### src/rtl/uart_lcs_pkg.sv
package uart_lcs_pkg;
	localparam logic [11:0] off_data     = 12'h000;
	localparam logic [11:0] off_ier      = 12'h004;
	localparam logic [11:0] off_fifo_ctl = 12'h008;
	localparam logic [11:0] off_lfc      = 12'h00c;
	localparam logic [11:0] off_moc      = 12'h010;
	localparam logic [11:0] off_ls       = 12'h014;
	localparam int          fifo_depth   = 128;
	localparam logic [7:0]  lfc_reset    = 8'h00;
	localparam logic [7:0]  moc_reset    = 8'h00;
	localparam logic [15:0] div_reset    = 16'h0001;
	localparam int          ier_ls_bit   = 2;
	localparam int          lfc_brk_bit  = 6;
	localparam int          lfc_dlab_bit = 7;
	localparam int          moc_lb_bit   = 4;
	localparam int          moc_ien_bit  = 3;
	typedef struct packed {
		logic       brk;
		logic       frm;
		logic       par;
		logic [7:0] data;
	} rx_entry_s;
	typedef enum logic [1:0] {
		tx_idle, tx_shift
	} tx_state_e;
	typedef enum logic [1:0] {
		rx_idle, rx_shift, rx_brkwait
	} rx_state_e;
endpackage

### src/rtl/uart_line_control_status.sv
module uart_line_control_status #(
	parameter int depth = uart_lcs_pkg::fifo_depth
) (
	// APB slave.
	input  wire logic        pclk,
	input  wire logic        presetn,
	input  wire logic        psel,
	input  wire logic        penable,
	input  wire logic        pwrite,
	input  wire logic [11:0] paddr,
	input  wire logic [31:0] pwdata,
	output logic      [31:0] prdata,
	output logic             pready,
	output logic             pslverr,
	// Serial and modem pins.
	input  wire logic        rx_in,
	output logic             tx_out,
	output logic             dtr_n,
	output logic             rts_n,
	output logic             irq_out,
	output logic             first_user_output,
	output logic             second_user_output,
	output logic             ring_indicator_input
);
	localparam int aw = $clog2(depth);

	logic [7:0]  lfc_q;
	logic [7:0]  moc_q;
	logic [3:0]  ier_q;
	logic        fifo_en_q;
	logic [15:0] div_q;
	logic [15:0] baud_cnt_q;
	logic        tick;

	logic        wr;
	logic        rd;
	assign wr      = psel & penable & pwrite;
	assign rd      = psel & penable & ~pwrite;
	assign pready  = 1'b1;

	function automatic logic hit(input logic [11:0] a, input logic [11:0] o);
		hit = (a == o);
	endfunction

	logic dlab;
	assign dlab = lfc_q[uart_lcs_pkg::lfc_dlab_bit];
	logic data_wr;
	logic data_rd;
	logic ls_rd;
	assign data_wr = wr & hit(paddr, uart_lcs_pkg::off_data) & ~dlab;
	assign data_rd = rd & hit(paddr, uart_lcs_pkg::off_data) & ~dlab;
	assign ls_rd   = rd & hit(paddr, uart_lcs_pkg::off_ls);

	always_ff @(posedge pclk or negedge presetn) begin
		if (!presetn) begin
			lfc_q     <= uart_lcs_pkg::lfc_reset;
			moc_q     <= uart_lcs_pkg::moc_reset;
			ier_q     <= 4'h0;
			fifo_en_q <= 1'b0;
			div_q     <= uart_lcs_pkg::div_reset;
		end else if (wr) begin
			if (hit(paddr, uart_lcs_pkg::off_lfc)) begin
				lfc_q <= pwdata[7:0];
			end else if (hit(paddr, uart_lcs_pkg::off_moc)) begin
				moc_q <= {3'h0, pwdata[4:0]};
			end else if (hit(paddr, uart_lcs_pkg::off_fifo_ctl)) begin
				fifo_en_q <= pwdata[0];
			end else if (hit(paddr, uart_lcs_pkg::off_data) && dlab) begin
				div_q[7:0] <= pwdata[7:0];
			end else if (hit(paddr, uart_lcs_pkg::off_ier) && dlab) begin
				div_q[15:8] <= pwdata[7:0];
			end else if (hit(paddr, uart_lcs_pkg::off_ier)) begin
				ier_q <= pwdata[3:0];
			end
		end
	end

	// Sixteen ticks per bit time; the half-stop case needs the finer grain.
	always_ff @(posedge pclk or negedge presetn) begin
		if (!presetn) begin
			baud_cnt_q <= 16'h0000;
		end else if (baud_cnt_q >= div_q - 16'h0001) begin
			baud_cnt_q <= 16'h0000;
		end else begin
			baud_cnt_q <= baud_cnt_q + 16'h0001;
		end
	end
	assign tick = (baud_cnt_q >= div_q - 16'h0001);

	logic [3:0] nbits;
	assign nbits = 4'd5 + {2'b00, lfc_q[1:0]};
	// Stop length in sixteenths of a bit.
	logic [5:0] stop16;
	assign stop16 = !lfc_q[2] ? 6'd16 : (lfc_q[1:0] == 2'b00 ? 6'd24 : 6'd32);

	function automatic logic par_of(input logic [7:0] d, input logic [3:0] n, input logic [7:0] f);
		logic [7:0] m;
		m = d & ~(8'hff << n);
		if (f[5]) begin
			par_of = ~f[4];
		end else begin
			par_of = (^m) ^ ~f[4];
		end
	endfunction

	// Transmit side.
	logic [7:0]  tx_mem [depth];
	logic [aw:0] tx_cnt_q;
	logic [aw-1:0] tx_wp_q;
	logic [aw-1:0] tx_rp_q;
	uart_lcs_pkg::tx_state_e tx_st_q;
	logic [11:0] tx_sh_q;
	logic [3:0]  tx_left_q;
	logic [3:0]  tx_sub_q;
	logic [5:0]  tx_stop_q;
	logic        tx_line_q;
	logic        tx_load;
	logic [aw:0] tx_cap;
	assign tx_cap  = fifo_en_q ? (aw+1)'(depth) : (aw+1)'(1);
	assign tx_load = (tx_st_q == uart_lcs_pkg::tx_idle) && (tx_cnt_q != '0) && tick;

	always_ff @(posedge pclk) begin
		if (data_wr && tx_cnt_q < tx_cap) begin
			tx_mem[tx_wp_q] <= pwdata[7:0];
		end
	end

	always_ff @(posedge pclk or negedge presetn) begin
		if (!presetn) begin
			tx_cnt_q <= '0;
			tx_wp_q  <= '0;
			tx_rp_q  <= '0;
		end else begin
			if (data_wr && tx_cnt_q < tx_cap) begin
				tx_wp_q <= tx_wp_q + 1'b1;
			end
			if (tx_load) begin
				tx_rp_q <= tx_rp_q + 1'b1;
			end
			tx_cnt_q <= tx_cnt_q + (aw+1)'(data_wr && tx_cnt_q < tx_cap) - (aw+1)'(tx_load);
		end
	end

	always_ff @(posedge pclk or negedge presetn) begin
		if (!presetn) begin
			tx_st_q   <= uart_lcs_pkg::tx_idle;
			tx_sh_q   <= 12'hfff;
			tx_left_q <= 4'h0;
			tx_sub_q  <= 4'h0;
			tx_stop_q <= 6'd0;
			tx_line_q <= 1'b1;
		end else begin
			case (tx_st_q)
				uart_lcs_pkg::tx_idle: begin
					tx_line_q <= 1'b1;
					if (tx_load) begin
						// Start, data, optional parity; stop handled by its own count.
						tx_sh_q   <= {2'b11, tx_mem[tx_rp_q], 1'b0, 1'b0} >> 1;
						if (lfc_q[3]) begin
							tx_sh_q[4'd1 + nbits] <= par_of(tx_mem[tx_rp_q], nbits, lfc_q);
						end
						tx_left_q <= 4'd1 + nbits + {3'b000, lfc_q[3]};
						tx_sub_q  <= 4'h0;
						tx_stop_q <= stop16;
						tx_st_q   <= uart_lcs_pkg::tx_shift;
					end
				end
				uart_lcs_pkg::tx_shift: begin
					if (tick) begin
						if (tx_left_q != 4'h0) begin
							tx_line_q <= tx_sh_q[0];
							tx_sub_q  <= tx_sub_q + 4'h1;
							if (tx_sub_q == 4'hf) begin
								tx_sh_q   <= {1'b1, tx_sh_q[11:1]};
								tx_left_q <= tx_left_q - 4'h1;
							end
						end else begin
							tx_line_q <= 1'b1;
							tx_stop_q <= tx_stop_q - 6'd1;
							if (tx_stop_q == 6'd1) begin
								tx_st_q <= uart_lcs_pkg::tx_idle;
							end
						end
					end
				end
				default: tx_st_q <= uart_lcs_pkg::tx_idle;
			endcase
		end
	end

	logic lb;
	logic tx_bit;
	assign lb     = moc_q[uart_lcs_pkg::moc_lb_bit];
	assign tx_bit = tx_line_q & ~lfc_q[uart_lcs_pkg::lfc_brk_bit];

	// Receive side.
	logic rx_src;
	assign rx_src = lb ? tx_bit : rx_in;
	uart_lcs_pkg::rx_entry_s rx_mem [depth];
	logic [aw:0]   rx_cnt_q;
	logic [aw-1:0] rx_wp_q;
	logic [aw-1:0] rx_rp_q;
	logic [aw:0]   rx_err_cnt_q;
	uart_lcs_pkg::rx_state_e rx_st_q;
	logic [3:0]  rx_sub_q;
	logic [3:0]  rx_idx_q;
	logic [9:0]  rx_sh_q;
	logic        rx_push;
	logic        rx_allbrk;
	logic        rx_frm;
	logic        rx_par;
	logic        overrun_q;
	logic        ls_pend_q;
	logic [aw:0] rx_cap;
	logic        rx_pop;
	uart_lcs_pkg::rx_entry_s rx_new;
	uart_lcs_pkg::rx_entry_s rx_head;
	assign rx_cap  = fifo_en_q ? (aw+1)'(depth) : (aw+1)'(1);
	assign rx_head = rx_mem[rx_rp_q];
	assign rx_pop  = data_rd && rx_cnt_q != '0;

	logic [3:0] rx_total;
	assign rx_total = 4'd1 + nbits + {3'b000, lfc_q[3]};
	logic       rx_done;
	assign rx_done = (rx_st_q == uart_lcs_pkg::rx_shift) && tick && rx_sub_q == 4'h7 && rx_idx_q == rx_total;
	assign rx_allbrk = ~rx_src && (rx_sh_q == 10'h000);
	assign rx_frm    = ~rx_src;
	assign rx_par    = lfc_q[3] && (rx_sh_q[nbits] != par_of(rx_sh_q[7:0], nbits, lfc_q));
	assign rx_push   = rx_done && rx_cnt_q < rx_cap;
	assign rx_new    = '{brk: rx_allbrk, frm: rx_frm & ~rx_allbrk, par: rx_par & ~rx_allbrk,
		data: rx_allbrk ? 8'h00 : rx_sh_q[7:0] & ~(8'hff << nbits)};

	always_ff @(posedge pclk or negedge presetn) begin
		if (!presetn) begin
			rx_st_q  <= uart_lcs_pkg::rx_idle;
			rx_sub_q <= 4'h0;
			rx_idx_q <= 4'h0;
			rx_sh_q  <= 10'h000;
		end else if (tick) begin
			case (rx_st_q)
				uart_lcs_pkg::rx_idle: begin
					rx_sub_q <= 4'h0;
					rx_idx_q <= 4'h0;
					if (!rx_src) begin
						rx_st_q <= uart_lcs_pkg::rx_shift;
					end
				end
				uart_lcs_pkg::rx_shift: begin
					rx_sub_q <= rx_sub_q + 4'h1;
					if (rx_sub_q == 4'h7) begin
						if (rx_idx_q == 4'h0 && rx_src) begin
							rx_st_q <= uart_lcs_pkg::rx_idle;
						end else if (rx_idx_q == rx_total) begin
							// One break character only, then wait for mark.
							rx_st_q <= rx_allbrk ? uart_lcs_pkg::rx_brkwait : uart_lcs_pkg::rx_idle;
						end else begin
							if (rx_idx_q != 4'h0) begin
								rx_sh_q[rx_idx_q - 4'h1] <= rx_src;
							end
							rx_idx_q <= rx_idx_q + 4'h1;
						end
					end
				end
				uart_lcs_pkg::rx_brkwait: begin
					if (rx_src) begin
						rx_st_q <= uart_lcs_pkg::rx_idle;
					end
				end
				default: rx_st_q <= uart_lcs_pkg::rx_idle;
			endcase
			if (rx_st_q == uart_lcs_pkg::rx_idle) begin
				rx_sh_q <= 10'h000;
			end
		end
	end

	always_ff @(posedge pclk) begin
		if (rx_push) begin
			rx_mem[rx_wp_q] <= rx_new;
		end
	end

	logic new_err;
	logic head_err;
	assign new_err  = rx_new.brk | rx_new.frm | rx_new.par;
	assign head_err = rx_head.brk | rx_head.frm | rx_head.par;

	always_ff @(posedge pclk or negedge presetn) begin
		if (!presetn) begin
			rx_cnt_q     <= '0;
			rx_wp_q      <= '0;
			rx_rp_q      <= '0;
			rx_err_cnt_q <= '0;
		end else begin
			if (rx_push) begin
				rx_wp_q <= rx_wp_q + 1'b1;
			end
			if (rx_pop) begin
				rx_rp_q <= rx_rp_q + 1'b1;
			end
			rx_cnt_q     <= rx_cnt_q + (aw+1)'(rx_push) - (aw+1)'(rx_pop);
			rx_err_cnt_q <= rx_err_cnt_q + (aw+1)'(rx_push & new_err) - (aw+1)'(rx_pop & head_err);
		end
	end

	// Set wins over the clearing status read.
	always_ff @(posedge pclk or negedge presetn) begin
		if (!presetn) begin
			overrun_q <= 1'b0;
		end else if (rx_done && !rx_push) begin
			overrun_q <= 1'b1;
		end else if (ls_rd) begin
			overrun_q <= 1'b0;
		end
	end

	logic have_rx;
	logic head_tags;
	assign have_rx   = rx_cnt_q != '0;
	assign head_tags = have_rx & head_err;
	logic head_new_q;
	always_ff @(posedge pclk or negedge presetn) begin
		if (!presetn) begin
			head_new_q <= 1'b0;
		end else begin
			head_new_q <= have_rx & ~rx_pop;
		end
	end

	always_ff @(posedge pclk or negedge presetn) begin
		if (!presetn) begin
			ls_pend_q <= 1'b0;
		end else if ((rx_done && !rx_push) || (head_new_q == 1'b0 && head_tags)) begin
			ls_pend_q <= 1'b1;
		end else if (ls_rd) begin
			ls_pend_q <= 1'b0;
		end
	end

	logic [7:0] ls_val;
	assign ls_val = {rx_err_cnt_q != '0 && fifo_en_q,
		tx_cnt_q == '0 && tx_st_q == uart_lcs_pkg::tx_idle,
		tx_cnt_q == '0,
		head_tags & rx_head.brk,
		head_tags & rx_head.frm,
		head_tags & rx_head.par,
		overrun_q,
		have_rx};

	logic irq_any;
	assign irq_any = ier_q[uart_lcs_pkg::ier_ls_bit] & ls_pend_q | ier_q[0] & have_rx | ier_q[1] & tx_cnt_q == '0;

	always_ff @(posedge pclk or negedge presetn) begin
		if (!presetn) begin
			prdata <= 32'h0000_0000;
		end else if (psel && !penable && !pwrite) begin
			if (hit(paddr, uart_lcs_pkg::off_data)) begin
				prdata <= {24'h0, dlab ? div_q[7:0] : rx_head.data};
			end else if (hit(paddr, uart_lcs_pkg::off_ier)) begin
				prdata <= {24'h0, dlab ? div_q[15:8] : {4'h0, ier_q}};
			end else if (hit(paddr, uart_lcs_pkg::off_lfc)) begin
				prdata <= {24'h0, lfc_q};
			end else if (hit(paddr, uart_lcs_pkg::off_moc)) begin
				prdata <= {24'h0, moc_q};
			end else if (hit(paddr, uart_lcs_pkg::off_ls)) begin
				prdata <= {24'h0, ls_val};
			end else begin
				prdata <= 32'h0000_0000;
			end
		end
	end

	logic unmapped;
	assign unmapped = !(hit(paddr, uart_lcs_pkg::off_data) || hit(paddr, uart_lcs_pkg::off_ier) ||
		hit(paddr, uart_lcs_pkg::off_fifo_ctl) || hit(paddr, uart_lcs_pkg::off_lfc) ||
		hit(paddr, uart_lcs_pkg::off_moc) || hit(paddr, uart_lcs_pkg::off_ls));
	assign pslverr = psel & penable & unmapped;

	// Pin outputs; in loopback tx_out, dtr_n and rts_n rest inactive, first_user_output still follows moc_q[2], and the bits go inside.
	always_ff @(posedge pclk or negedge presetn) begin
		if (!presetn) begin
			tx_out               <= 1'b1;
			dtr_n                <= 1'b1;
			rts_n                <= 1'b1;
			irq_out              <= 1'b0;
			first_user_output    <= 1'b1;
			second_user_output   <= 1'b1;
			ring_indicator_input <= 1'b1;
		end else begin
			tx_out               <= lb ? 1'b1 : tx_bit;
			dtr_n                <= lb ? 1'b1 : ~moc_q[0];
			rts_n                <= lb ? 1'b1 : ~moc_q[1];
			irq_out              <= ~lb & moc_q[uart_lcs_pkg::moc_ien_bit] & irq_any;
			first_user_output    <= ~moc_q[2];
			second_user_output   <= ~(lb & moc_q[uart_lcs_pkg::moc_ien_bit]);
			ring_indicator_input <= lb ? ~moc_q[2] : 1'b1;
		end
	end
endmodule

### config.mk
export PLATFORM = sky130hd
export DESIGN_NAME = uart_line_control_status
export DESIGN_NICKNAME = d
export VERILOG_FILES = /design/src/rtl/uart_lcs_pkg.sv /design/src/rtl/uart_line_control_status.sv
export SDC_FILE = /design/constraint.sdc
export NUM_CORES = 2
export LEC_CHECK = 0
export BUFFER_PORTS_ARGS = -buffer_cell sky130_fd_sc_hd__buf_4
export CAP_MARGIN = 15
export CORE_MARGIN = 2
export CORE_UTILIZATION = 45
export CTS_CLUSTER_DIAMETER = 200
export DETAILED_ROUTE_END_ITERATION = 12
export HOLD_SLACK_MARGIN = 0.02
export PLACE_DENSITY = 0.68
export RECOVER_POWER = 50
export SLEW_MARGIN = 0
export SYNTH_ARGS = -nofsm -noshare
export SYNTH_HDL_FRONTEND = slang
export SYNTH_SLANG_ARGS = --single-unit
### constraint.sdc
create_clock -name pclk -period 10.16 [get_ports pclk]
set_clock_uncertainty 0.2 [all_clocks]
set_input_delay 2.032 -clock pclk [delete_from_list [all_inputs] [get_ports pclk]]
set_output_delay 2.032 -clock pclk [all_outputs]
set_load 0.005 [all_outputs]
* Word level (Yosys, flattened, before mapping)
Memory sizes are Yosys's and may differ from the RTL's.
Index checks and enable logic that the tools add are counted.
** Storage, ports and cells
- Register bits after elaboration :: 193
- Bits in writable memories :: 2432
- Output and inout port bits :: 41
- Word-level logic and storage cells :: 296
- Memories kept :: 2
** Memory list
- rx_mem :: words 128, bits a word 11, read ports 1, clocked after memory_dff 0, wr ports 1, line uart_line_control_status.sv:199 : uart_lcs_pkg::rx_entry_s rx_mem [depth];
- tx_mem :: words 128, bits a word 8, read ports 1, clocked after memory_dff 0, wr ports 1, line uart_line_control_status.sv:107 : logic [7:0] tx_mem [depth];
** Cells by class
- $add $sub $neg :: 21
- $lt $le $gt $ge :: 8
- Equal/unequal tests :: 27
- Shift operators :: 1
- Multiplexer cells :: 82
- Bitwise gates (word level) :: 54
- Reduce and logical (&&, ||, !) cells :: 66
** Operator list (count)
- $mux W8 :: 8
- $mux W10 :: 6
- $mux W12 :: 5
- $mux W4 :: 10
- $mux W32 :: 1
- $pmux W4 S2 :: 4
- $mux W6 :: 5
- $add A7 B1 Y7 const B :: 4
- $and A1 B1 Y1 :: 25
- $add A8 B1 Y8 :: 3
- $eq A12 B4 Y1 const B :: 2
- $eq A12 B5 Y1 const B :: 2
- $pmux W12 S2 :: 1
- $reduce_bool A8 Y1 :: 3
- $sub A8 B1 Y8 :: 3
- $mux W1 :: 22
- $logic_and A1 B1 Y1 :: 21
- $mux W2 :: 10
- $ne A2 B2 Y1 const B :: 10
- $reduce_and A5 Y1 :: 4
- $not A1 Y1 :: 18
- $add A16 B1 Y16 const B :: 1
- $and A8 B8 Y8 :: 2
- $ge A16 B16 Y1 :: 1
- 48 further kinds :: 88

* Logic depth before layout (Yosys ltp)
- Depth in word-level cells :: 14
- Mapped depth :: 27
- Gate-level depth less buffers :: 26

* Worst setup path after synthesis
OpenSTA, ideal clock, no wires.
- Path kind :: input-to-reg
- Start :: in rx_in
- End :: mem rx_mem[0][0] (netlist name) (data pin)
- Arrival :: 8.537 ns
- Required time :: 8.730 ns
- Path slack :: 0.193 ns
- Stages :: 4
- Path buffers :: 0
- Cell sequence :: mux2i_1 > nand2_1 > inv_1 > a211oi_1
** RTL lines
- from (decl) :: line uart_line_control_status.sv:16 : input wire logic rx_in,
- to (decl) :: line uart_line_control_status.sv:199

==> summary by stage <==
Critical path
The cell depth of the worst flop-to-flop path is 7. STA classifies the critical path startpoint as a flop. The startpoint identified for the worst register-to-register timing path is rx_sh_q[4]. The largest driver fanout on the critical path is 96. The end of the worst register-to-register path is rx_mem[124][3]. The sort of element at the end of the critical path is a flop. The data required time at the worst endpoint is 10,490 ps.

The path type of the worst setup path is reg -> reg. At the worst endpoint, the arrival time is just over 8000 ps. Across all register-to-register paths, the minimum setup slack is 2280 ps.

STA
In the finished design, the share of the clock period the worst path needs comes to 0.7757. The number of slew-limit violations in the final report came to 1,988. The final hold violation count is 0. Measured against its own limit, the worst slew margin works out to -2.213. The final period demand of the worst path is between 7000 and 8000 ps. Setup violations remaining at the end of the flow were counted as 0. The transition time of the tightest slew-check pin is 4820 ps. The maximum clock rate is about 0.13 GHz. The total negative slack is 0 ps. Setup repair after global routing left no endpoint under its margin.

Power
The total power is 22,650 uW. The leakage power of the design is 0.03703 uW. The power density over cell area is 194.5 nW/um^2.

VDD sags by at most 0.1697 mV.

Status
The final reports fail on max-capacitance violations, max-slew violations. The flow ran to the end, but the final reports show violations.

Drt
The first routing iteration left 6,157 violations. The number of vias per cell after detailed routing is ~6.0. The iteration count of the initial detailed-routing pass is 6. Detailed routing placed a total of approximately 110,000 um of wire on met2. The met1 routed wirelength after detailed routing is about 100,000 um. The highest layer used for signal routing is met4.

In this run the remaining antenna-violating nets after routing total 0. The final routed wirelength across all metal layers is about 240,000 um. Summing over every cut layer, the via total after detailed routing is 51,072. The number of remaining DRC errors is 0. The per-cell routed wire length is 28.09 um. The met3 wirelength from detailed routing is about 20,000 um.

Global route
The remaining global-route overflow is 0. The initial antenna violation count is 2. The largest net degree at the start of global routing is 122. The first global-routing pass estimated 350,600 um of wire. The via count of the first global-routing pass came to 51,221. The total global-route track usage is 0.2022.

CTS
The later pin in the worst-skew pair is clocked with a latency of ~930 ps. TritonCTS built the clock tree. Once the clock tree was built, the resizer swapped 0 gates to a different size. The CTS H-tree depth is 5. The number of sinks on the clock net is around 2,600. The clock-pin transition on the worst setup and hold timing paths is 60 ps.

The number of hold buffers added after CTS is 0. The number of buffers created by CTS is 274. The root cell of the clock tree is clkbuf_16.

In this run the post-CTS setup repair buffer count came out at 0. Counting along the longest clock path gives a buffer depth of 4.

Finish
The final instance area is 116,500 sq um. In the final design database the tool counted 5,436 nets. For this run, the number of standard cells in the final layout without fillers is ~8,500. Measured on the finished design, the core utilization comes to 0.5067. Leaving out fill and tap cells, the most frequent cells in the layout are edfxtp_1 (2,432), mux4_2 (694), nor2_1 (363). Relative to the synthesized area, the layout overhead comes to 11.99%. The most frequent standard cell in the layout excluding fill and tap cells is edfxtp_1. In the final layout, the share of cells above drive strength 1 is 0.2384.

Synthesis
The count of cell types in the netlist is 78. The post-synthesis async set-or-reset flop share is 0.06462. The commonest register cell after synthesis is edfxtp_1.

In this run, synthesis produced a sequential element count of 2,600. The sequential element share of the synthesized area is 0.7427. Counting every instance in the synthesized netlist gives 5,115. The number of synthesized flops with an enable pin is 2,432.

The Yosys warning count is 0. Dividing the synthesized area by the synthesized cell count gives 20.34 sq um. The area of the mapped netlist is 104,000 sq um.

Place
The detailed-placement wirelength estimate is 140,400 um. The total instance count after detailed placement is 8,035. The post-detailed-placement cell area is 108,000 sq um. The count of buffers from port buffering is 41. The weighted congestion at the end of routability-driven global placement is 0.8480.

Floorplanning
In this run the count of I/O pins placed on the die edge is 91. The die covers around 240,000 sq um. The region available for standard cell placement spans 229,900 sq um. The effective utilization at floorplan is 0.4525. The row count is 176. The height of the die is just under 500 um.

Measured along the x axis, the die boundary spans about 480 um.

Min path
The startpoint identified for the worst hold timing path is moc_q[0]. The worst hold path stage count is 1. For hold timing, the worst endpoint is dtr_n. The class of the tightest hold or removal check is reg -> reg.

Job
The number of violations of the max-capacitance limit is 35.
-- cells in the mapped netlist, drive strengths merged, types with 33 or more instances --
master / number / area share
a21oi: 61 / 0.0030
edfxtp: 2432 / 0.70
clkbuf: 157 / 0.0057
ha: 80 / 0.0096
mux2: 54 / 0.0058
nor3: 33 / 0.0016
xnor2: 54 / 0.0046
dfrtp: 148 / 0.036
mux4: 694 / 0.15
nand2: 134 / 0.0048
o22ai: 42 / 0.0025
nor2: 365 / 0.013
buf: 130 / 0.0075
mux2i: 111 / 0.011
o21ai: 65 / 0.0031
inv: 83 / 0.0030
nand3: 57 / 0.0027
-- logic make-up (layout without fill, tap and decap cells) --
kind of cell    count (synthesis)  after routing  share of synthesized area
simple gates                  751            751                    0.03301
compound gates                364            364                    0.02378
xor+xnor                       86             86                   0.007313
buf+inv                       370            727                    0.01613
other cells                     2             28                 0.00007220
flops                        2600           2600                     0.7427
fa+ha+maj                      83             83                    0.01020
mux                           859            859                     0.1668
-- state kept, by name, summed over array words and instances, names as in the netlist, 10 cells and up --
| signal | flops |
|---|---|
| rx_mem | 1408 |
| tx_mem | 1024 |
| baud_cnt_q | 16 |
| div_q | 16 |
| tx_sh_q | 12 |
| rx_sh_q | 10 |
-- power breakdown --
group	switching, uW	internal [uW]
clock	3960	5610
sequential	96.6	12000
combinational	701	319
total	4760	17900
-- routing by layer --
metal,vias up,global-route usage
met2,2332,0.3121
li1,21317,-
met1,27012,0.2924
met5,-,0
met3,411,0.04009
met4,0,0.06259
-- stage by stage --
step,hold slack [ps],setup slack (ps)
floorplan,193.8,192.8
global placement,258.6,2864
detailed placement,252.3,2852
CTS,260.7,3826
global route,292.0,1735
finish,261.9,2279
-- worst max-delay path: stages (launching register included) --
cell,delay [ps]
dfrtp_1,1690
buf_4,840
inv_1,200
and4_1,250
nand2_1,100
clkinvlp_2,770
nor2_1,2270
buf_4,1040
-- layout make-up --
class,instances,area (sq um)
Sequential cell,2600,77280
Clock inverter,116,1037
Inverter,83,312.8
Multi-Input combinational cell,2168,25230
Antenna cell,3,7.507
Tap cell,3026,3786
Timing Repair Buffer,176,1411
Fill cell,17890,113400
Clock buffer,352,7433
-- worst max-delay path by stage --
| stage | startpoint | end | slack [ps] | depth (start not counted) |
|---|---|---|---|---|
| 2_1_floorplan | rx_in | rx_mem[0][0] | 190 | 4 |
| 3_3_place_gp | paddr[7] | tx_mem[35][7] | 2860 | 11 |
| 3_5_place_dp | paddr[7] | tx_mem[91][5] | 2850 | 11 |
| 4_1_cts | paddr[7] | tx_mem[91][4] | 3830 | 11 |
| 5_1_grt | rx_sh_q[4] | rx_mem[91][3] | 1730 | 7 |
| 6_report | rx_sh_q[4] | rx_mem[124][3] | 2280 | 7 |
No activity file was read; power rests on OpenSTA's default activity.
